--- src/rtl/sbe_map.svh ---
/*
 Offsets, field positions, opcodes, sensor addresses and timing figures of the
 serial burst engine controller. Assumes a 20 MHz system clock.
*/
`ifndef SBE_MAP_SVH
`define SBE_MAP_SVH

// System clock rate
`define SBE_CLK_MHZ 20

// Software register indexes (word index on the plain port)
`define SBE_REG_CTRL 4'h0
`define SBE_REG_CMD 4'h1
`define SBE_REG_TADDR 4'h2
`define SBE_REG_TDATA 4'h3
`define SBE_REG_RXDATA 4'h4
`define SBE_REG_STATUS 4'h5
`define SBE_REG_FWCNT 4'h6
`define SBE_REG_MOT0 4'h8
`define SBE_REG_MOT6 4'hE

// Field positions
`define SBE_CTRL_PD_BIT 0
`define SBE_ST_BUSY_BIT 0
`define SBE_ST_BURST_BIT 1
`define SBE_ST_GAPOK_BIT 2
`define SBE_ST_FWMODE_BIT 3
`define SBE_CTRL_RESET 1'b0

// Command opcodes (low three bits of a CMD write)
`define SBE_OP_ABORT 3'h0
`define SBE_OP_WRITE 3'h1
`define SBE_OP_READ 3'h2
`define SBE_OP_MOTION 3'h3
`define SBE_OP_FWLOAD 3'h4
`define SBE_OP_PIXEL 3'h5
`define SBE_OP_BYTE 3'h6
`define SBE_OP_END 3'h7

// Sensor addresses and values
`define SBE_SA_MOTION_STREAM 7'h50
`define SBE_SA_IMAGE_STREAM 7'h40
`define SBE_SA_IMAGE_GRAB 7'h13
`define SBE_SA_FW_LOAD_CTRL 7'h14
`define SBE_SA_FW_DATA_PORT 7'h60
`define SBE_SA_PREP_A 7'h20
`define SBE_SA_PREP_B 7'h23
`define SBE_SA_PREP_C 7'h24
`define SBE_SV_PREP_A 8'h44
`define SBE_SV_PREP_B 8'h07
`define SBE_SV_PREP_C 8'h88
`define SBE_SV_FW_ENABLE 8'h18
`define SBE_FW_IMAGE_BYTES 11'd1986
`define SBE_MOT_BYTES 3'd7

// Step table entry points
`define SBE_STEP_FW 4'h0
`define SBE_STEP_PIX 4'h8
`define SBE_STEP_DONE 4'hF

// Times in ns
`define SBE_T_SCLK_HALF_NS 250
`define SBE_T_WRITE_GAP_NS 50000
`define SBE_T_READ_GAP_NS 250
`define SBE_T_ADDR_WAIT_NS 50000
`define SBE_T_MOT_WAIT_NS 75000
`define SBE_T_BURST_EXIT_NS 4000
`define SBE_T_BYTE_GAP_NS 10000
`define SBE_T_RESET_PULSE_NS 10000
`define SBE_T_RESET_WAIT_NS 50000
`define SBE_T_FRAME_NS 500000
`define SBE_T_CAPTURE_EXTRA_NS 10000
`define SBE_T_RESYNC_NS 1000000

`endif

--- src/rtl/sbe_pkg.sv ---
/*
 Types of the serial burst engine controller.
 Assumes sbe_map.svh for the numeric constants.
*/
`default_nettype none
package sbe_pkg;
	typedef enum logic [3:0] {ST_RST_HI, ST_RST_LO, ST_SEQ, ST_IDLE, ST_SHIFT, ST_PAUSE, ST_STREAM,
		ST_CS_UP} sbe_state_t;
	typedef enum logic [1:0] {PH_ADDR, PH_DATA, PH_MOT, PH_STREAM} sbe_phase_t;
	typedef enum logic [2:0] {OP_W, OP_R, OP_MOT, OP_FW, OP_PIX} sbe_op_t;
	typedef enum logic [2:0] {K_WRITE, K_WAIT_FRAME, K_WAIT_CAP, K_OPEN_FW, K_OPEN_PIX, K_DONE} sbe_kind_t;
	// One step of a scripted sequence
	typedef struct packed {
		sbe_kind_t kind;
		logic [6:0] addr;
		logic [7:0] data;
	} sbe_step_t;
	// Request to the byte shifter
	typedef struct packed {
		logic start;
		logic abort;
		logic [7:0] tx;
	} sbe_shreq_t;
endpackage
`default_nettype wire

--- src/rtl/sbe_host.sv ---
/*
 Host-side controller of an optical motion sensor's serial port: single
 register writes and reads, motion burst, firmware download and pixel burst.
 Assumes software on a plain register port and the sensor on its pins.
*/
`default_nettype none
`include "sbe_map.svh"
module sbe_host import sbe_pkg::*; #(
	parameter int FRAME_CYC = ((`SBE_T_FRAME_NS * `SBE_CLK_MHZ) + 999) / 1000,
	parameter int CAPTURE_CYC = (((`SBE_T_CAPTURE_EXTRA_NS + 3 * `SBE_T_FRAME_NS) * `SBE_CLK_MHZ) + 999) / 1000,
	parameter int RESYNC_CYC = ((`SBE_T_RESYNC_NS * `SBE_CLK_MHZ) + 999) / 1000,
	parameter int WAIT_W = 21
) (
	// Clock and reset
	input wire logic SYS_CLK_IN,
	input wire logic RESET_IN,
	// Software register port
	input wire logic [3:0] ADDR_IN,
	input wire logic [15:0] WDATA_IN,
	input wire logic WR_IN,
	input wire logic RD_IN,
	output logic [15:0] RDATA_OUT,
	// Sensor pins
	output logic CHIP_SELECT_N_OUT,
	output logic SCLK_OUT,
	output logic MOSI_OUT,
	input wire logic MISO_IN,
	output logic SENSOR_RESET_OUT,
	output logic POWER_DOWN_N_OUT
);
	function automatic int cyc(input int ns);
		cyc = (ns * `SBE_CLK_MHZ + 999) / 1000;
	endfunction

	localparam int HALF_CYC = cyc(`SBE_T_SCLK_HALF_NS);
	localparam logic [WAIT_W-1:0] W_WRITE = WAIT_W'(cyc(`SBE_T_WRITE_GAP_NS));
	localparam logic [WAIT_W-1:0] W_READ = WAIT_W'(cyc(`SBE_T_READ_GAP_NS));
	localparam logic [WAIT_W-1:0] W_ADDR = WAIT_W'(cyc(`SBE_T_ADDR_WAIT_NS));
	localparam logic [WAIT_W-1:0] W_MOT = WAIT_W'(cyc(`SBE_T_MOT_WAIT_NS));
	localparam logic [WAIT_W-1:0] W_EXIT = WAIT_W'(cyc(`SBE_T_BURST_EXIT_NS));
	localparam logic [WAIT_W-1:0] W_BYTE = WAIT_W'(cyc(`SBE_T_BYTE_GAP_NS));
	localparam logic [WAIT_W-1:0] W_RSTP = WAIT_W'(cyc(`SBE_T_RESET_PULSE_NS));
	localparam logic [WAIT_W-1:0] W_RSTW = WAIT_W'(cyc(`SBE_T_RESET_WAIT_NS));
	localparam logic [WAIT_W-1:0] W_FRAME = WAIT_W'(FRAME_CYC);
	localparam logic [WAIT_W-1:0] W_CAP = WAIT_W'(CAPTURE_CYC);
	localparam logic [WAIT_W-1:0] W_RESYNC = WAIT_W'(RESYNC_CYC);

	if (RESYNC_CYC >= 2 ** WAIT_W || CAPTURE_CYC >= 2 ** WAIT_W || FRAME_CYC < 1) begin : g_chk
		$error("sbe_host: wait counts do not fit WAIT_W");
	end

	// Scripted sequences: firmware download from step 0, pixel capture from step 8
	function automatic sbe_step_t step_of(input logic [3:0] s);
		unique case (s)
			// reset, then preparation writes in order
			4'h0: step_of = '{K_WRITE, `SBE_SA_PREP_A, `SBE_SV_PREP_A};
			4'h1: step_of = '{K_WRITE, `SBE_SA_PREP_B, `SBE_SV_PREP_B};
			4'h2: step_of = '{K_WRITE, `SBE_SA_PREP_C, `SBE_SV_PREP_C};
			// frame wait, load enable, open data port
			4'h3: step_of = '{K_WAIT_FRAME, 7'h00, 8'h00};
			4'h4: step_of = '{K_WRITE, `SBE_SA_FW_LOAD_CTRL, `SBE_SV_FW_ENABLE};
			4'h5: step_of = '{K_OPEN_FW, `SBE_SA_FW_DATA_PORT, 8'h00};
			// grab write, capture wait, then the image stream read
			4'h8: step_of = '{K_WRITE, `SBE_SA_IMAGE_GRAB, 8'h00};
			4'h9: step_of = '{K_WAIT_CAP, 7'h00, 8'h00};
			4'hA: step_of = '{K_OPEN_PIX, `SBE_SA_IMAGE_STREAM, 8'h00};
			default: step_of = '{K_DONE, 7'h00, 8'h00};
		endcase
	endfunction

	sbe_state_t state_ff, nxt_state;
	sbe_phase_t phase_ff, nxt_phase;
	sbe_op_t op_ff, nxt_op;
	logic [WAIT_W-1:0] wait_ff, nxt_wait, gap_ff, nxt_gap;
	logic [3:0] step_ff, nxt_step;
	logic [2:0] idx_ff, nxt_idx;
	logic cs_n_ff, nxt_cs_n, rst_pin_ff, nxt_rst_pin;
	logic [7:0] rx_ff, nxt_rx;
	logic [10:0] fwcnt_ff, nxt_fwcnt;
	logic [7:0] mot_ff [7];
	logic mot_we;
	logic pd_ff;
	logic [6:0] taddr_ff;
	logic [7:0] tdata_ff;
	logic [15:0] rdata_ff;
	logic miso_s1_ff, miso_s2_ff;
	sbe_shreq_t sh_req;
	logic sh_done;
	logic [7:0] sh_rx;
	sbe_step_t cur_step;
	sbe_step_t prev_step;

	// Software port decode
	wire cmd_go = WR_IN && (ADDR_IN == `SBE_REG_CMD);
	wire [2:0] opc = WDATA_IN[2:0];
	wire wait_done = (wait_ff == '0);
	wire gap_done = (gap_ff == '0);
	wire abort_go = cmd_go && (opc == `SBE_OP_ABORT) && (state_ff != ST_RST_HI) && (state_ff != ST_RST_LO);
	wire is_mot = (ADDR_IN >= `SBE_REG_MOT0) && (ADDR_IN <= `SBE_REG_MOT6);
	wire [2:0] mot_sel = 3'(ADDR_IN - `SBE_REG_MOT0);
	wire busy = (state_ff != ST_IDLE) && (state_ff != ST_STREAM);
	wire in_burst = !cs_n_ff && ((op_ff == OP_FW) || (op_ff == OP_PIX) || (op_ff == OP_MOT));
	wire [15:0] status = 16'({(op_ff == OP_FW), gap_done, in_burst, busy});
	assign cur_step = step_of(step_ff);
	// Step already consumed by the sequencer, source of a scripted data byte
	assign prev_step = step_of(step_ff - 4'h1);

	// Read mux; unmapped words read zero
	wire [15:0] rd_mux = (ADDR_IN == `SBE_REG_CTRL) ? 16'(pd_ff) :
		(ADDR_IN == `SBE_REG_TADDR) ? 16'(taddr_ff) :
		(ADDR_IN == `SBE_REG_TDATA) ? 16'(tdata_ff) :
		(ADDR_IN == `SBE_REG_RXDATA) ? 16'(rx_ff) :
		(ADDR_IN == `SBE_REG_STATUS) ? status :
		(ADDR_IN == `SBE_REG_FWCNT) ? 16'(fwcnt_ff) :
		is_mot ? 16'(mot_ff[mot_sel]) : 16'h0000;

	// Sequencer; single transactions park step at the done entry
	always_comb begin
		nxt_state = state_ff;
		nxt_phase = phase_ff;
		nxt_op = op_ff;
		nxt_wait = wait_done ? '0 : wait_ff - WAIT_W'(1);
		nxt_gap = gap_done ? '0 : gap_ff - WAIT_W'(1);
		nxt_step = step_ff;
		nxt_idx = idx_ff;
		nxt_cs_n = cs_n_ff;
		nxt_rst_pin = rst_pin_ff;
		nxt_rx = rx_ff;
		nxt_fwcnt = fwcnt_ff;
		mot_we = 1'b0;
		sh_req = '{1'b0, 1'b0, 8'h00};
		unique case (state_ff)
			ST_RST_HI: begin
				// sensor reset pin pulsed high, then low
				if (wait_done) begin
					nxt_rst_pin = 1'b0;
					nxt_wait = W_RSTW;
					nxt_state = ST_RST_LO;
				end
			end
			ST_RST_LO: begin
				if (wait_done)
					nxt_state = ST_SEQ;
			end
			ST_SEQ: begin
				nxt_step = step_ff + 4'h1;
				nxt_phase = PH_ADDR;
				unique case (cur_step.kind)
					K_WRITE: begin
						nxt_cs_n = 1'b0;
						nxt_op = OP_W;
						nxt_state = ST_SHIFT;
						sh_req = '{1'b1, 1'b0, {1'b1, cur_step.addr}};
					end
					K_WAIT_FRAME: begin
						nxt_wait = W_FRAME;
						nxt_state = ST_CS_UP;
					end
					K_WAIT_CAP: begin
						nxt_wait = W_CAP;
						nxt_state = ST_CS_UP;
					end
					K_OPEN_FW, K_OPEN_PIX: begin
						nxt_cs_n = 1'b0;
						nxt_op = (cur_step.kind == K_OPEN_FW) ? OP_FW : OP_PIX;
						nxt_fwcnt = 11'd0;
						nxt_state = ST_SHIFT;
						// direction bit on top of the address
						sh_req = '{1'b1, 1'b0, {(cur_step.kind == K_OPEN_FW), cur_step.addr}};
					end
					K_DONE: begin
						nxt_step = `SBE_STEP_DONE;
						nxt_state = ST_IDLE;
					end
				endcase
			end
			ST_IDLE: begin
				// Sensor ignores its serial pins while powered down
				if (cmd_go && !pd_ff) begin
					nxt_step = `SBE_STEP_DONE;
					nxt_phase = PH_ADDR;
					nxt_idx = 3'd0;
					unique case (opc)
						`SBE_OP_WRITE, `SBE_OP_READ, `SBE_OP_MOTION: begin
							nxt_cs_n = 1'b0;
							nxt_state = ST_SHIFT;
							nxt_op = (opc == `SBE_OP_WRITE) ? OP_W : (opc == `SBE_OP_READ) ? OP_R : OP_MOT;
							// write has top bit one, read zero
							sh_req.start = 1'b1;
							sh_req.tx = (opc == `SBE_OP_WRITE) ? {1'b1, taddr_ff} :
								(opc == `SBE_OP_READ) ? {1'b0, taddr_ff} : {1'b0, `SBE_SA_MOTION_STREAM};
						end
						`SBE_OP_FWLOAD: begin
							// download always starts with a hardware reset
							nxt_step = `SBE_STEP_FW;
							nxt_rst_pin = 1'b1;
							nxt_wait = W_RSTP;
							nxt_state = ST_RST_HI;
						end
						`SBE_OP_PIXEL: begin
							nxt_step = `SBE_STEP_PIX;
							nxt_state = ST_SEQ;
						end
						default: ;
					endcase
				end
			end
			ST_SHIFT: begin
				if (sh_done) begin
					unique case (phase_ff)
						PH_ADDR: begin
							if (op_ff == OP_W) begin
								nxt_phase = PH_DATA;
								sh_req = '{1'b1, 1'b0, (step_ff == `SBE_STEP_DONE) ? tdata_ff : prev_step.data};
							end else if (op_ff == OP_FW) begin
								nxt_gap = '0;
								nxt_state = ST_STREAM;
							end else begin
								// wait after the address before clocking data
								nxt_phase = (op_ff == OP_MOT) ? PH_MOT : PH_DATA;
								nxt_wait = (op_ff == OP_MOT) ? W_MOT : W_ADDR;
								nxt_state = ST_PAUSE;
							end
						end
						PH_DATA: begin
							nxt_rx = sh_rx;
							if (op_ff == OP_PIX) begin
								// first pixel by normal read, rest streamed
								nxt_gap = W_BYTE;
								nxt_state = ST_STREAM;
							end else begin
								nxt_cs_n = 1'b1;
								nxt_wait = (op_ff == OP_W) ? W_WRITE : W_READ;
								nxt_state = ST_CS_UP;
							end
						end
						PH_MOT: begin
							// bytes land in order by index
							mot_we = 1'b1;
							if (idx_ff == `SBE_MOT_BYTES - 3'd1) begin
								// burst closed by chip select high
								nxt_cs_n = 1'b1;
								nxt_wait = W_EXIT;
								nxt_state = ST_CS_UP;
							end else begin
								nxt_idx = idx_ff + 3'd1;
								sh_req = '{1'b1, 1'b0, 8'h00};
							end
						end
						PH_STREAM: begin
							nxt_rx = sh_rx;
							// count saturates at the image length
							if (op_ff == OP_FW && fwcnt_ff != `SBE_FW_IMAGE_BYTES)
								nxt_fwcnt = fwcnt_ff + 11'd1;
							// gap before the next stream byte
							nxt_gap = W_BYTE;
							nxt_state = ST_STREAM;
						end
					endcase
				end
			end
			ST_PAUSE: begin
				if (wait_done) begin
					sh_req = '{1'b1, 1'b0, 8'h00};
					nxt_state = ST_SHIFT;
				end
			end
			ST_STREAM: begin
				// only byte, end and abort orders are taken inside a burst
				if (cmd_go && opc == `SBE_OP_BYTE && gap_done) begin
					nxt_phase = PH_STREAM;
					nxt_state = ST_SHIFT;
					sh_req = '{1'b1, 1'b0, (op_ff == OP_FW) ? tdata_ff : 8'h00};
				end else if (cmd_go && opc == `SBE_OP_END) begin
					// finish with the burst exit gap
					nxt_cs_n = 1'b1;
					nxt_wait = W_EXIT;
					nxt_state = ST_CS_UP;
				end
			end
			ST_CS_UP: begin
				if (wait_done)
					nxt_state = ST_SEQ;
			end
		endcase
		// abort raises chip select for the resync time
		if (abort_go) begin
			sh_req = '{1'b0, 1'b1, 8'h00};
			nxt_cs_n = 1'b1;
			nxt_wait = W_RESYNC;
			nxt_step = `SBE_STEP_DONE;
			nxt_state = ST_CS_UP;
		end
	end

	// State registers; power-up enters the reset pulse
	always_ff @(posedge SYS_CLK_IN or posedge RESET_IN) begin
		if (RESET_IN) begin
			state_ff <= ST_RST_HI;
			phase_ff <= PH_ADDR;
			op_ff <= OP_W;
			wait_ff <= W_RSTP;
			gap_ff <= '0;
			step_ff <= `SBE_STEP_DONE;
			idx_ff <= 3'd0;
			cs_n_ff <= 1'b1;
			rst_pin_ff <= 1'b1;
			rx_ff <= 8'h00;
			fwcnt_ff <= 11'd0;
		end else begin
			state_ff <= nxt_state;
			phase_ff <= nxt_phase;
			op_ff <= nxt_op;
			wait_ff <= nxt_wait;
			gap_ff <= nxt_gap;
			step_ff <= nxt_step;
			idx_ff <= nxt_idx;
			cs_n_ff <= nxt_cs_n;
			rst_pin_ff <= nxt_rst_pin;
			rx_ff <= nxt_rx;
			fwcnt_ff <= nxt_fwcnt;
		end
	end

	// Motion burst bytes; no reset needed on this storage
	always_ff @(posedge SYS_CLK_IN) begin
		if (mot_we)
			mot_ff[idx_ff] <= sh_rx;
	end

	// Software-written registers and read data valid one cycle
	always_ff @(posedge SYS_CLK_IN or posedge RESET_IN) begin
		if (RESET_IN) begin
			pd_ff <= `SBE_CTRL_RESET;
			taddr_ff <= 7'h00;
			tdata_ff <= 8'h00;
			rdata_ff <= 16'h0000;
		end else begin
			if (WR_IN && ADDR_IN == `SBE_REG_CTRL)
				pd_ff <= WDATA_IN[`SBE_CTRL_PD_BIT];
			if (WR_IN && ADDR_IN == `SBE_REG_TADDR)
				taddr_ff <= WDATA_IN[6:0];
			if (WR_IN && ADDR_IN == `SBE_REG_TDATA)
				tdata_ff <= WDATA_IN[7:0];
			rdata_ff <= RD_IN ? rd_mux : 16'h0000;
		end
	end

	// Sensor output is a foreign domain: two flops before use
	always_ff @(posedge SYS_CLK_IN or posedge RESET_IN) begin
		if (RESET_IN) begin
			miso_s1_ff <= 1'b0;
			miso_s2_ff <= 1'b0;
		end else begin
			miso_s1_ff <= MISO_IN;
			miso_s2_ff <= miso_s1_ff;
		end
	end

	// master samples on rising, changes on falling
	sbe_shift #(.HALF_CYC(HALF_CYC)) u_shift (
		.clk_in(SYS_CLK_IN),
		.rst_in(RESET_IN),
		.req_in(sh_req),
		.miso_in(miso_s2_ff),
		.done_out(sh_done),
		.rx_out(sh_rx),
		.sclk_out(SCLK_OUT),
		.mosi_out(MOSI_OUT)
	);

	assign RDATA_OUT = rdata_ff;
	assign CHIP_SELECT_N_OUT = cs_n_ff;
	assign SENSOR_RESET_OUT = rst_pin_ff;
	// power-down level straight from software control
	assign POWER_DOWN_N_OUT = !pd_ff;
endmodule
`default_nettype wire

--- src/rtl/sbe_shift.sv ---
/*
 Byte shifter of the serial master: SCLK idles high, data changes on falling
 edges and the slave output is sampled on rising edges, MSB first.
 Assumes a synchronised miso input and a one-cycle start pulse.
*/
`default_nettype none
module sbe_shift import sbe_pkg::*; #(
	parameter int HALF_CYC = 5
) (
	// Clock and reset
	input wire logic clk_in,
	input wire logic rst_in,
	// Request and answer
	input wire sbe_shreq_t req_in,
	input wire logic miso_in,
	output logic done_out,
	output logic [7:0] rx_out,
	// Serial pins
	output logic sclk_out,
	output logic mosi_out
);
	localparam int CW = $clog2(HALF_CYC + 1);
	if (HALF_CYC < 1) begin : g_chk
		$error("sbe_shift: HALF_CYC must be at least 1");
	end

	logic [CW-1:0] cnt_ff;
	logic [3:0] left_ff;
	logic busy_ff;
	logic [7:0] sh_ff;
	wire tick = busy_ff && (cnt_ff == CW'(HALF_CYC - 1));
	wire fall = tick && sclk_out && (left_ff != 4'h0);
	wire rise = tick && !sclk_out;
	wire fin = tick && sclk_out && (left_ff == 4'h0);

	// Half-period timer; a start first holds SCLK high for a setup half period
	always_ff @(posedge clk_in or posedge rst_in) begin
		if (rst_in) begin
			cnt_ff <= '0;
			busy_ff <= 1'b0;
			left_ff <= 4'h0;
		end else if (req_in.abort) begin
			busy_ff <= 1'b0;
			cnt_ff <= '0;
		end else if (req_in.start) begin
			busy_ff <= 1'b1;
			cnt_ff <= '0;
			left_ff <= 4'h8;
		end else if (busy_ff) begin
			cnt_ff <= tick ? '0 : cnt_ff + CW'(1);
			busy_ff <= !fin;
			if (fall)
				left_ff <= left_ff - 4'h1;
		end
	end

	// Pins: shift out on falling edge, sample in on rising edge
	always_ff @(posedge clk_in or posedge rst_in) begin
		if (rst_in) begin
			sclk_out <= 1'b1;
			mosi_out <= 1'b1;
			sh_ff <= 8'h00;
			rx_out <= 8'h00;
			done_out <= 1'b0;
		end else begin
			done_out <= fin && !req_in.abort;
			if (req_in.abort) begin
				sclk_out <= 1'b1;
			end else if (req_in.start) begin
				sh_ff <= req_in.tx;
			end else if (fall) begin
				sclk_out <= 1'b0;
				mosi_out <= sh_ff[7];
				sh_ff <= {sh_ff[6:0], 1'b0};
			end else if (rise) begin
				sclk_out <= 1'b1;
				rx_out <= {rx_out[6:0], miso_in};
			end
		end
	end
endmodule
`default_nettype wire

--- config.mk ---
export PLATFORM = sky130hd
export DESIGN_NAME = sbe_host
export DESIGN_NICKNAME = d
export VERILOG_FILES = /design/src/rtl/sbe_pkg.sv /design/src/rtl/sbe_host.sv /design/src/rtl/sbe_shift.sv
export VERILOG_INCLUDE_DIRS = /design/src /design/src/rtl
export SDC_FILE = /design/constraint.sdc
export NUM_CORES = 1
export LEC_CHECK = 0
export ABC_AREA = 1
export BUFFER_PORTS_ARGS = -buffer_cell sky130_fd_sc_hd__buf_4
export CAP_MARGIN = 20
export CORE_AREA = 8 8 176 178
export CTS_CLUSTER_DIAMETER = 30
export CTS_CLUSTER_SIZE = 24
export DETAILED_ROUTE_END_ITERATION = 10
export DIE_AREA = 0 0 184 186
export PLACE_DENSITY = 0.63
export SYNTH_ARGS = -nofsm -noshare
export SYNTH_HDL_FRONTEND = slang
export SYNTH_SLANG_ARGS = --single-unit
--- constraint.sdc ---
create_clock -name SYS_CLK_IN -period 4.16 [get_ports SYS_CLK_IN]
set_clock_uncertainty 0.2 [all_clocks]
set_input_delay 0.416 -clock SYS_CLK_IN [delete_from_list [all_inputs] [get_ports SYS_CLK_IN]]
set_output_delay 0.416 -clock SYS_CLK_IN [all_outputs]
set_load 0.05 [all_outputs]
# ---- Yosys cells after proc, flatten, opt, wreduce, memory -nomap -nowiden
# Memory sizes are Yosys's and may differ from the RTL's.
# Index checks and enable logic that the tools add are counted.
dict set report classes {
  n_addsub 9
  mul 0
  div_mod_pow 0
  magnitude_cmp 2
  n_eq_ne 68
  shift 0
  mux 133
  bitwise_logic 3
  n_reduce_logical 70
}
# op n
set op_table {}
lappend op_table {{two-way mux 21 bit} 18}
lappend op_table {{two-way mux 11 bit} 12}
lappend op_table {{one-hot mux 21 bit (3 select lines)} 2}
lappend op_table {{one-hot mux 21 bit (5 select lines)} 1}
lappend op_table {{two-way mux 10 bit} 7}
lappend op_table {{two-way mux 4 bit} 16}
lappend op_table {{two-way mux 8 bit} 8}
lappend op_table {{logical NOT 21 bit} 2}
lappend op_table {{one-hot mux 21 bit (2 select lines)} 1}
lappend op_table {{subtractor 21 x 1 -> 21 bit (second input constant)} 2}
lappend op_table {{one-hot mux 10 bit (2 select lines)} 2}
lappend op_table {{one-hot mux 8 bit (5 select lines)} 1}
lappend op_table {{two-way mux 3 bit} 11}
lappend op_table {{== test 4 x 3 -> 1 bit (second input constant)} 7}
lappend op_table {{one-hot mux 4 bit (7 select lines)} 1}
lappend op_table {{== test 3 bit (second input constant)} 9}
lappend op_table {{two-way mux 1 bit} 27}
lappend op_table {{one-hot mux 4 bit (3 select lines)} 2}
lappend op_table {{one-hot mux 11 bit (2 select lines)} 1}
lappend op_table {{logical AND 1 bit} 21}
lappend op_table {{inequality test 3 bit (second input constant)} 7}
lappend op_table {{two-way mux 2 bit} 10}
lappend op_table {{== test 3 x 2 -> 1 bit (second input constant)} 6}
lappend op_table {{one-hot mux 3 bit (2 select lines)} 3}
lappend op_table {{49 further kinds} 108}
dict set report totals {
  reg_bits 135
  latchBits 0
  mem_bits_rw 56
  rom_bits 512
  input_bits 25
  output_inout_bits 21
  word_cells 313
  mem_count 3
}
# memory depth word_bits rd rd_clocked_by_memory_dff wr line
set mem_list {}
lappend mem_list {{(no name shown)} 16 16 1 0 0 sbe_host.sv:54} ;# unique case (s)
lappend mem_list {{(no name shown)} 16 16 1 0 0 sbe_host.sv:54}
lappend mem_list {mot_ff 7 8 1 0 1 sbe_host.sv:80} ;# logic [7:0] mot_ff [7];

# ---- Longest topological paths before layout
# Gate-level depths: netlist of the first run.
dict set report logic_depth {
  depth_word 10
  ltp_mapped 16
}

# ---- By module
# From an unflattened synthesis of the first run, not the netlist that was laid out.
dict set report hier_totals {
  hier_cells 1457
  hier_area_um2 11089.4
}
# mod n_inst cells_per_inst area_each_um2 seq_area_each_um2
set by_module_without_submodules {}
lappend by_module_without_submodules {sbe_host 1 1292 9753.1 4370.4}
lappend by_module_without_submodules {sbe_shift 1 165 1336.3 678.2}

# ---- Worst setup path before layout of the first run
# Ideal clock, no wire load.
dict set report synth_timing {
  path_kind {register to register}
  startpoint {register state_ff[0]}
  endpoint {memory mot_ff[5][0] (enable)}
  arrival_time_ns 2.012
  t_required_ns 3.565
  setup_slack_ns 1.553
  stages_incl_launch_ff 8
  n_path_buf 0
  synth_period_minus_slack_ns 2.607
  path_cell_list {dfrtp_1 -> inv_2 -> nand2_2 -> inv_1 -> nand2_2 -> nor3_1 -> inv_1 -> nor4_1}
}
dict set report synth_between {
  elab_chain_len 4
}
# item line
set synth_rtl {}
lappend synth_rtl {{start: declaration} sbe_host.sv:71} ;# sbe_state_t state_ff, nxt_state;
lappend synth_rtl {{start signal: assignment} sbe_host.sv:311} ;# state_ff <= nxt_state;
lappend synth_rtl {{== test 4 x 3 -> 1 bit} sbe_host.sv:132} ;# unique case (state_ff)
lappend synth_rtl {{two-way mux 1 bit} sbe_host.sv:132}
lappend synth_rtl {{two-way mux 1 bit} sbe_host.sv:327} ;# if (mot_we)
lappend synth_rtl {{two-way mux 1 bit (not written as such)} sbe_host.sv:328} ;# mot_ff[idx_ff] <= sh_rx;
lappend synth_rtl {{end: declaration} sbe_host.sv:80}
# Every way passes these cells.

# ---- Final worst setup path of the first run
dict set report layout_timing {
  startpoint {register state_ff[0]}
  endpoint {memory mot_ff[0][2] (enable)}
}
# The elaborated chain is that of the path after synthesis.

==> metrics.txt, run 1 <==
outcome completed; Reg area 0.00505 mm2; shortest period the worst path allows 2.98 ns; worst slew pin tran 1.03 ns; n_diodes 0; vias in the first global route 8,772; nets 1,450; number of synthesized flops with an enable pin 56; routed len/inst 15.5 um; layout cells sized above 1 0.118; Ports 46; Critical path buffers and inverters 2; Final Power 7.54 mW; number of port buffers 32; YS warnings 0; average size of a mapped cell 7.94 um2; CP max FO 18; CTS hold repair buffers 3; dpl ws 1.15 ns; crit share post-route 0.716; worst vdd ir 316 uV; CTS HTree Levels 4; via/cell ratio 5.11; post-CTS setup buffer count 0; PostCTS Resize Cnt 0; sequential area share after synthesis 0.466; startpoint types flip-flop; family with the most delay on the worst path simple AND/OR/NAND/NOR gates; Clk pin slew, worst setup/hold paths 0.09 ns; Achievable Freq 0.336 GHz; DP Wirelength 20,700 um; Fin Setup TNS 0 ns; filler instances 2,875; fraction of registers with async set/reset 0.705; fin util 0.431; leak pwr 5.61 nW; setup slack, reg-to-reg 1.18 ns; crit-path cells inv_2, nand2_2, inv_1, nand2_2, nor3_1, nand2_1, nor2_1; CTS root buffer clkbuf_16; # clock sinks 190; Mapped Cells 1,366; largest net degree at the start of global routing 72; most frequent CP cell nand2_2; Setup WS post-layout 1.18 ns; ys flop type dfrtp_1; post-route ant nets 0; total track usage 0.166; element type at the critical path end flip-flop; Non-Filler Instances 1,799; final count of pins violating max slew 0; Starting Density 0.384; Die ar. 0.0342 mm2; Max Cap Viol 0; worst hold path class in -> reg; via count 9,189; Synth Cell Area 0.0108 mm2; final instance area 0.0122 mm2; total core area 0.0282 mm2; Crit-path slowest cell nor2_1; slowest stage delay, CP 0.67 ns; # setup viols final 0; Multi-input gate area 0.00503 mm2; Seq cells post-synth 190; drt total wl 28,000 um; pwr dens 619 mW/mm2; gpl congestion 0.927; Clock Latency Late Sink 0.45 ns; row count 62; total clock buffers created by CTS 17; worst-case clock buffer depth 2; slew margin rel. 0.307; Placed Area 0.0115 mm2; 1st-iter DRT viols 807; DRC Markers 0; CP required 4.03 ns; first-pass GRT wire length 45,500 um; area delta synth->final 12.3%; Fin. Hold Viols 0; RSZ-0062 raised after global routing false; dpl cells 1,764; synth unique cells 49; Crit Path Category reg -> reg; drt first pass iters 6; arrival time at the worst endpoint 2.85 ns; Die X 184 um; global route overflow 0; antenna violations before repair 0; CTS tree built; hold_ws 0.0376 ns; Die Height 186 um
[layer usage]
layer / GRT usage / vias to the layer above / wire length (um) / share of wire
li1: - / 4558 / - / -
met1: 0.228 / 4338 / 13400 / 0.48
met2: 0.268 / 252 / 12800 / 0.46
met3: 0.0234 / 41 / 1160 / 0.041
met4: 0.0532 / 0 / 550 / 0.020
met5: 0 / - / 0 / 0
[flip-flops by register name (all words and copies together), names as in the netlist, 4 cells and up]
register and flops:
mot_ff 56, tdata_ff 8, wait_ff 21, u_shift.left_ff 4
u_shift.sh_ff 8, RDATA_OUT 11, gap_ff 21, fwcnt_ff 11
taddr_ff 7, u_shift.rx_out 8, step_ff 4, rx_ff 8
[where the power goes]
| part | internal, mW | total, mW | switching [mW] |
|---|---|---|---|
| combinational | 0.973 | 3.00 | 2.03 |
| clock | 0.860 | 1.79 | 0.932 |
| sequential | 2.36 | 2.75 | 0.391 |
| total | 4.20 | 7.54 | 3.35 |
[cell families after synthesis]
group,share of synthesized area
AND/OR/NAND/NOR,0.280
adder cells (fa/ha/maj),0.0265
buffers and inverters,0.0721
XOR/XNOR,0.0331
other,0.000346
flip-flops,0.466
multiplexers,0.00311
AO/OA/AOI/OAI,0.119
[layout by cell type, fill, tap and decap left out, types with 4 or more instances in the layout]
master     Yosys  routed
nor2_4         7       7
dfstp_2       11      11
o22ai_1       12      12
edfxtp_1      56      56
nor3_1        27      27
buf_4          5      42
a21oi_1       49      49
o21a_1         4       4
nand2_1      323     323
inv_2         11      11
nor4_1         4       4
a22oi_1        5       5
clkinv_8       0       6
or2_2         11      11
nor2_2        21      21
o31ai_1       11      11
xor2_1        27      27
nand3_1       80      80
conb_1         1       5
o21bai_1       4       4
nand2_2       18      18
nand4_1       19      19
o211ai_1      16      16
clkbuf_16      0      17
nor2_1       166     166
inv_12         0       4
o21ai_0      102     102
inv_1        146     145
xnor2_1       14      14
dfrtp_1      123     123
ha_1          23      23
o21ai_1       13      13
nand3b_1       5       5
[final timing paths]
kind                                                endpoint                    start  cells after the start
worst max-delay path                  mot_ff[0][2]$_DFFE_PP_  state_ff[0]$_DFFE_PP0P_                      7
worst min-delay path                 tdata_ff[4]$_DFFE_PP0P_              WDATA_IN[4]                      3
worst max register to register        mot_ff[0][2]$_DFFE_PP_  state_ff[0]$_DFFE_PP0P_                      7
worst min register to register          miso_s2_ff$_DFF_PP0_     miso_s1_ff$_DFF_PP0_                      0
max in group asynchronous       SENSOR_RESET_OUT$_DFFE_PP1P_                 RESET_IN                      4
min in group asynchronous                gap_ff[0]$_DFF_PP0_                 RESET_IN                      3
[tightest hold or removal path: stages]
cell	delay (ns)
buf_4	0.10
inv_1	0.05
o21ai_0	0.07
[layout make-up]
class / count / area share
inverter: 158 / 0.0490
clock inverter: 15 / 0.0192
clock buffer: 17 / 0.0349
sequential: 190 / 0.414
multi-input combinational: 989 / 0.413
timing repair buffer: 46 / 0.0300
tap: 384 / 0.0394
[Yosys cell counts, types with 7 or more instances]
library cell,n,area (um2)
nor2_2,21,131
nand2_1,323,1210
o31ai_1,11,82.6
o22ai_1,12,75.1
o21ai_0,102,510
nor3_1,27,135
nand4_1,19,119
nand3_1,80,400
xor2_1,27,236
inv_1,146,548
clkbuf_1,11,41.3
ha_1,23,288
o21ai_1,13,65.1
a21oi_1,49,245
edfxtp_1,56,1680
buf_2,13,65.1
inv_2,11,41.3
dfstp_2,11,289
nand2_2,18,113
nor2_4,7,78.8
xnor2_1,14,123
or2_2,11,68.8
o211ai_1,16,120
dfrtp_1,123,3080
nor2_1,166,623
(Power assumes the default switching activity.)
==> run 2: changes to the inputs <==
==> constraint.sdc (replaced) <==
create_clock -name SYS_CLK_IN -period 2.5 [get_ports SYS_CLK_IN]
set_clock_uncertainty 0.2 [all_clocks]
set_input_delay 0.25 -clock SYS_CLK_IN [delete_from_list [all_inputs] [get_ports SYS_CLK_IN]]
set_output_delay 0.25 -clock SYS_CLK_IN [all_outputs]
set_load 0.05 [all_outputs]
==> run 2 against run 1 <==
  * Via count increased by 2.6%
  * Utilization grew 2.2 points
  * Routed wire length rose by 5.6%
  * Combinational power is 88% higher
  * Total power is 74% higher
  * Clock power is 65% higher
  * First-iteration DRC count down 5.6%
  * Largest power group unchanged
  * Critical path type unchanged
==> metrics.txt, run 2 (same netlist as run 1, synthesis figures left out) <==
internal power 7.40 mW; arrival time at the worst endpoint 2.54 ns; Clk pwr share 0.225; Ports 46; CP required 2.64 ns; dpl ws 0.0346 ns; first-pass GRT wire length 48,200 um; Max Cap Viol 0; Non-Filler Instances 1,866; Top reg by flops mot_ff; layout cells sized above 1 0.163; total clock buffers created by CTS 17; Crit-path slowest cell dfstp_2; drt first pass iters 8; routed len/inst 15.8 um; most common library cell in the layout ignoring fill and taps nand2_1; combinational share of power 0.430; row count 62; worst vdd ir 609 uV; crit-path cells ha_4, inv_1, ha_1, nand2_2, inv_1, a21oi_2, nand2_2, nand2_2, nand2_1, nand3_4, nand2_4, buf_12, nand2_1, nand2_1, nand2_1, nand2_1; crit share post-route 0.959; most frequent CP cell nand2_1; CTS tree built; DRC Markers 0; total track usage 0.177; nets 1,517; most frequent cells in the layout 321 x nand2_1, 164 x nor2_1, 144 x inv_1; worst slew pin tran 0.522 ns; switching power 5.76 mW; Hold Crit Start WDATA_IN[1]; Crit Path Category reg -> reg; vias in the first global route 9,297; Fin. Hold Viols 0; final count of pins violating max slew 0; top flop regs mot_ff: 56 flops, gap_ff: 21 flops, wait_ff: 21 flops; element type at the critical path end flip-flop; RSZ-0062 raised after global routing true; via/cell ratio 5.05; Fin Setup TNS 0 ns; shortest period the worst path allows 2.40 ns; Die X 184 um; slew margin rel. 0.651; dpl cells 1,821; worst-case clock buffer depth 2; fin util 0.454; largest net degree at the start of global routing 55; post-route ant nets 0; startpoint types flip-flop; antenna violations before repair 0; via count 9,424; Clock Latency Late Sink 0.45 ns; Final Power 13.2 mW; Setup crit start step_ff[0]$_DFFE_PP1P_; final instance area 0.0128 mm2; 1st-iter DRT viols 762; # clock sinks 190; CTS root buffer clkbuf_16; area delta synth->final 18.1%; drt total wl 29,500 um; CP max FO 9; Placed Area 0.0120 mm2; outcome completed; Achievable Freq 0.417 GHz; # setup viols final 0; hold_ws 0.0251 ns; number of port buffers 32; pwr dens 1030 mW/mm2; Setup WS post-layout 0.102 ns; total core area 0.0282 mm2; Die ar. 0.0342 mm2; worst hold path class in -> reg; gpl congestion 0.924; Crit Reg-Reg Startpoint step_ff[0]$_DFFE_PP1P_; Starting Density 0.384; leak pwr 5.95 nW; Die Height 186 um; Clk pin slew, worst setup/hold paths 0.09 ns; Switching Share 0.438; Reg power frac 0.345; Largest register FFs 56; DP Wirelength 22,300 um; n_diodes 0; global route overflow 0; CTS HTree Levels 4; slowest stage delay, CP 0.59 ns
## run 2: cell types whose count changed in the layout (fill, tap and decap cells not counted), sizes merged
cell and change:
dlygate4sd3 +7, inv +4, clkinv -4, buf +60
## run 2: metal layers
layer,wire (um),GRT usage
met1,13700,0.233
met2,13800,0.290
met3,1290,0.0236
met4,725,0.0716
met5,0,0
## run 2: final cells by class
class | count | area (um2)
fillers | 2814 | 15400
multi-input cells | 989 | 5110
flip-flops and latches | 190 | 5050
repair buffers | 113 | 923
inverters | 158 | 599
well taps | 384 | 480
clock buffers | 17 | 425
clock inverters | 15 | 218
## run 2: what timing repair did
item,CTS,global route
setup buffers,0,3
resized for setup,1,22
setup endpoints to repair,1,48
hold buffers,10,0
pin swaps,0,4
cloned,0,0
hold endpoints to repair,34,0
## run 2: critical path, delay by kind of cell (launching register included)
kind	cells	cell delay, ns
buffers and inverters	3	0.23
adders and majority gates	2	0.32
and+or+nand+nor	10	0.80
AOI/OAI and AO/OA	1	0.15
DFF	1	0.59
## run 2: path summary, 6_finish.rpt
kind                                                      to  slack, ns  cells after the start
worst min register to register          miso_s2_ff$_DFF_PP0_       0.16                      0
min in group asynchronous              wait_ff[15]$_DFF_PP0_       0.21                      3
worst max register to register  u_shift.sh_ff[1]$_DFFE_PP0P_       0.10                     16
max in group asynchronous             RDATA_OUT[3]$_DFF_PP0_       1.23                      4
worst min-delay path                 tdata_ff[1]$_DFFE_PP0P_       0.03                      3
worst max-delay path            u_shift.sh_ff[1]$_DFFE_PP0P_       0.10                     16
## run 2: power by group through the flow
stage / Sequential, mW / Clock [mW] / Combinational, mW
floorplan: 4.49 / 0 / 3.87
global placement: 4.57 / 0 / 5.37
detailed placement: 4.59 / 0 / 5.46
CTS: 4.53 / 3.03 / 5.51
global route: 4.61 / 3.15 / 6.37
finish: 4.54 / 2.96 / 5.65
==> run 3: changes to the inputs <==
--- a/config.mk
+++ b/config.mk
@@ -9,12 +9,12 @@
 export ABC_AREA = 1
 export BUFFER_PORTS_ARGS = -buffer_cell sky130_fd_sc_hd__buf_4
 export CAP_MARGIN = 20
-export CORE_AREA = 8 8 176 178
+export CORE_AREA = 8 8 149 151
 export CTS_CLUSTER_DIAMETER = 30
 export CTS_CLUSTER_SIZE = 24
 export DETAILED_ROUTE_END_ITERATION = 10
-export DIE_AREA = 0 0 184 186
-export PLACE_DENSITY = 0.63
+export DIE_AREA = 0 0 157 159
+export PLACE_DENSITY = 0.82
 export SYNTH_ARGS = -nofsm -noshare
 export SYNTH_HDL_FRONTEND = slang
 export SYNTH_SLANG_ARGS = --single-unit
==> run 3 against run 2 <==
  * Sequential share of layout area rose by 0.50 points
  * Combinational power rose by 1%
  * Non-clock buffer count fell by 10
  * Die area fell by 27%
  * Routed wire length fell by 1.9%
  * Final area fell by 1.3%
  * Via count rose by 5.3%
  * Sequential cell count did not move
  * Total power rose by 0.33%
==> metrics.txt, run 3 (same netlist as run 1, synthesis figures left out) <==
via count 9,921; number of port buffers 32; Top reg by flops mot_ff; drt first pass iters 6; final count of pins violating max slew 0; nets 1,507; family with the most delay on the worst path simple AND/OR/NAND/NOR gates; 1st-iter DRT viols 1,112; hold_ws 0.0444 ns; Clk pin slew, worst setup/hold paths 0.08 ns; pwr dens 1040 mW/mm2; worst vdd ir 712 uV; DP Wirelength 20,700 um; startpoint types flip-flop; n_diodes 0; Die X 157 um; Ports 46; top flop regs mot_ff: 56 flops, gap_ff: 21 flops, wait_ff: 21 flops; post-route ant nets 0; CP max FO 6; setup slack, reg-to-reg 0.02 ns; internal power 7.37 mW; slowest stage delay, CP 0.60 ns; Crit Path Category reg -> reg; drt total wl 29,000 um; final instance area 0.0126 mm2; routed len/inst 16.6 um; Fin. Hold Viols 0; element type at the critical path end flip-flop; Reg power frac 0.344; crit-path cells inv_4, ha_4, nand2_2, nand2_1, nand2_2, nor2_4, nand2_2, nand2_2, buf_4, nand3_1, nor2_1, o21ai_0, nand2_1, nand2_1, nand2_1; Final Power 13.2 mW; Die ar. 0.0250 mm2; shortest period the worst path allows 2.48 ns; combinational share of power 0.434; Achievable Freq 0.403 GHz; dpl cells 1,694; Worst R2R End u_shift.sh_ff[4]$_DFFE_PP0P_; layout cells sized above 1 0.162; outcome completed; switching power 5.82 mW; Fin Setup TNS 0 ns; total core area 0.0198 mm2; first-pass GRT wire length 47,100 um; area delta synth->final 16.6%; total clock buffers created by CTS 17; Worst Reg-to-Reg Cells 15; vias in the first global route 9,704; via/cell ratio 5.70; Hold Crit Start WDATA_IN[1]; Critical path buffers and inverters 2; Clk pwr share 0.222; Die Height 159 um; Crit Reg-Reg Startpoint step_ff[1]$_DFFE_PP1P_; arrival time at the worst endpoint 2.62 ns; slew margin rel. 0.656; global route overflow 0; Placed Area 0.0117 mm2; CTS tree built; # setup viols final 0; row count 52; antenna violations before repair 0; largest net degree at the start of global routing 86; Max Cap Viol 0; most frequent cells in the layout 314 x nand2_1, 164 x nor2_1, 143 x inv_1; Non-Filler Instances 1,742; CTS HTree Levels 4; Clock Latency Late Sink 0.45 ns; DRC Markers 0; CTS root buffer clkbuf_16; worst hold stages 3; worst hold path class in -> reg; Switching Share 0.441; Setup crit start step_ff[1]$_DFFE_PP1P_; leak pwr 5.92 nW; most common library cell in the layout ignoring fill and taps nand2_1; worst slew pin tran 0.512 ns; # clock sinks 190; gpl congestion 0.979; hold endpoint taddr_ff[1]$_DFFE_PP0P_; Largest register FFs 56; RSZ-0062 raised after global routing true; crit share post-route 0.991; total track usage 0.235; Crit-path slowest cell dfstp_2; CP required 2.64 ns; Starting Density 0.547; worst-case clock buffer depth 2
-- run 3: cell count changes in the layout (fill, tap and decap cells not counted), sizes merged --
cell / before / now
inv: 169 / 165
buf: 103 / 93
clkinv: 3 / 7
-- run 3: worst max-delay path by stage --
stage	endpoint	cells past startpoint
3_3_place_gp	u_shift.sh_ff[2]$_DFFE_PP0P_	16
5_1_grt	u_shift.sh_ff[4]$_DFFE_PP0P_	15
2_1_floorplan	mot_ff[5][0]$_DFFE_PP_	7
3_5_place_dp	u_shift.sh_ff[6]$_DFFE_PP0P_	16
6_report	u_shift.sh_ff[4]$_DFFE_PP0P_	15
4_1_cts	u_shift.rx_out[0]$_DFFE_PP0P_	14
-- run 3: area by class of cell --
cell class	instances	area, um2
clock inverter	15	228
multi-input combinational	989	5160
sequential	190	5050
clock buffer	17	425
fill	1644	7200
timing repair buffer	103	843
tap	270	338
inverter	158	602
-- run 3: power groups by stage --
| stage | clock network, mW | registers [mW] | logic, mW |
|---|---|---|---|
| 2_1_floorplan | 0 | 4.49 | 3.87 |
| 3_3_place_gp | 0 | 4.52 | 5.20 |
| 3_5_place_dp | 0 | 4.55 | 5.33 |
| 4_1_cts | 2.95 | 4.50 | 5.40 |
| 5_1_grt | 3.08 | 4.61 | 6.39 |
| 6_report | 2.92 | 4.54 | 5.73 |
-- run 3: worst register-to-register path, cell delays in order, from the launching register on --
cell	delay (ns)
dfstp_2	0.60
inv_4	0.07
ha_4	0.18
nand2_2	0.08
nand2_1	0.09
nand2_2	0.16
nor2_4	0.07
nand2_2	0.09
nand2_2	0.08
buf_4	0.16
nand3_1	0.06
nor2_1	0.05
o21ai_0	0.27
nand2_1	0.11
nand2_1	0.07
nand2_1	0.04
-- run 3: metrics by stage --
stage          setup slack [ns]   util
3_5_place_dp            -0.0315  0.590
3_3_place_gp             0.0327  0.590
5_1_grt                  -0.140  0.637
4_1_cts                 0.00398  0.628
6_report                 0.0213  0.637
2_1_floorplan            -0.107      -
-- run 3: routing by layer --
layer / share of wire / track usage
met1: 0.40 / 0.295
met2: 0.48 / 0.380
met3: 0.090 / 0.0486
met4: 0.035 / 0.108
met5: 0 / 0
-- run 3: timing repair --
| action | CTS | global route |
|---|---|---|
| endpoints found under the setup margin | 6 | 39 |
| hold endpoints to repair | 57 | 0 |
| gates resized for setup | 1 | 38 |
| setup buffers | 0 | 6 |
| hold buffers | 10 | 0 |
| pin swaps | 0 | 15 |
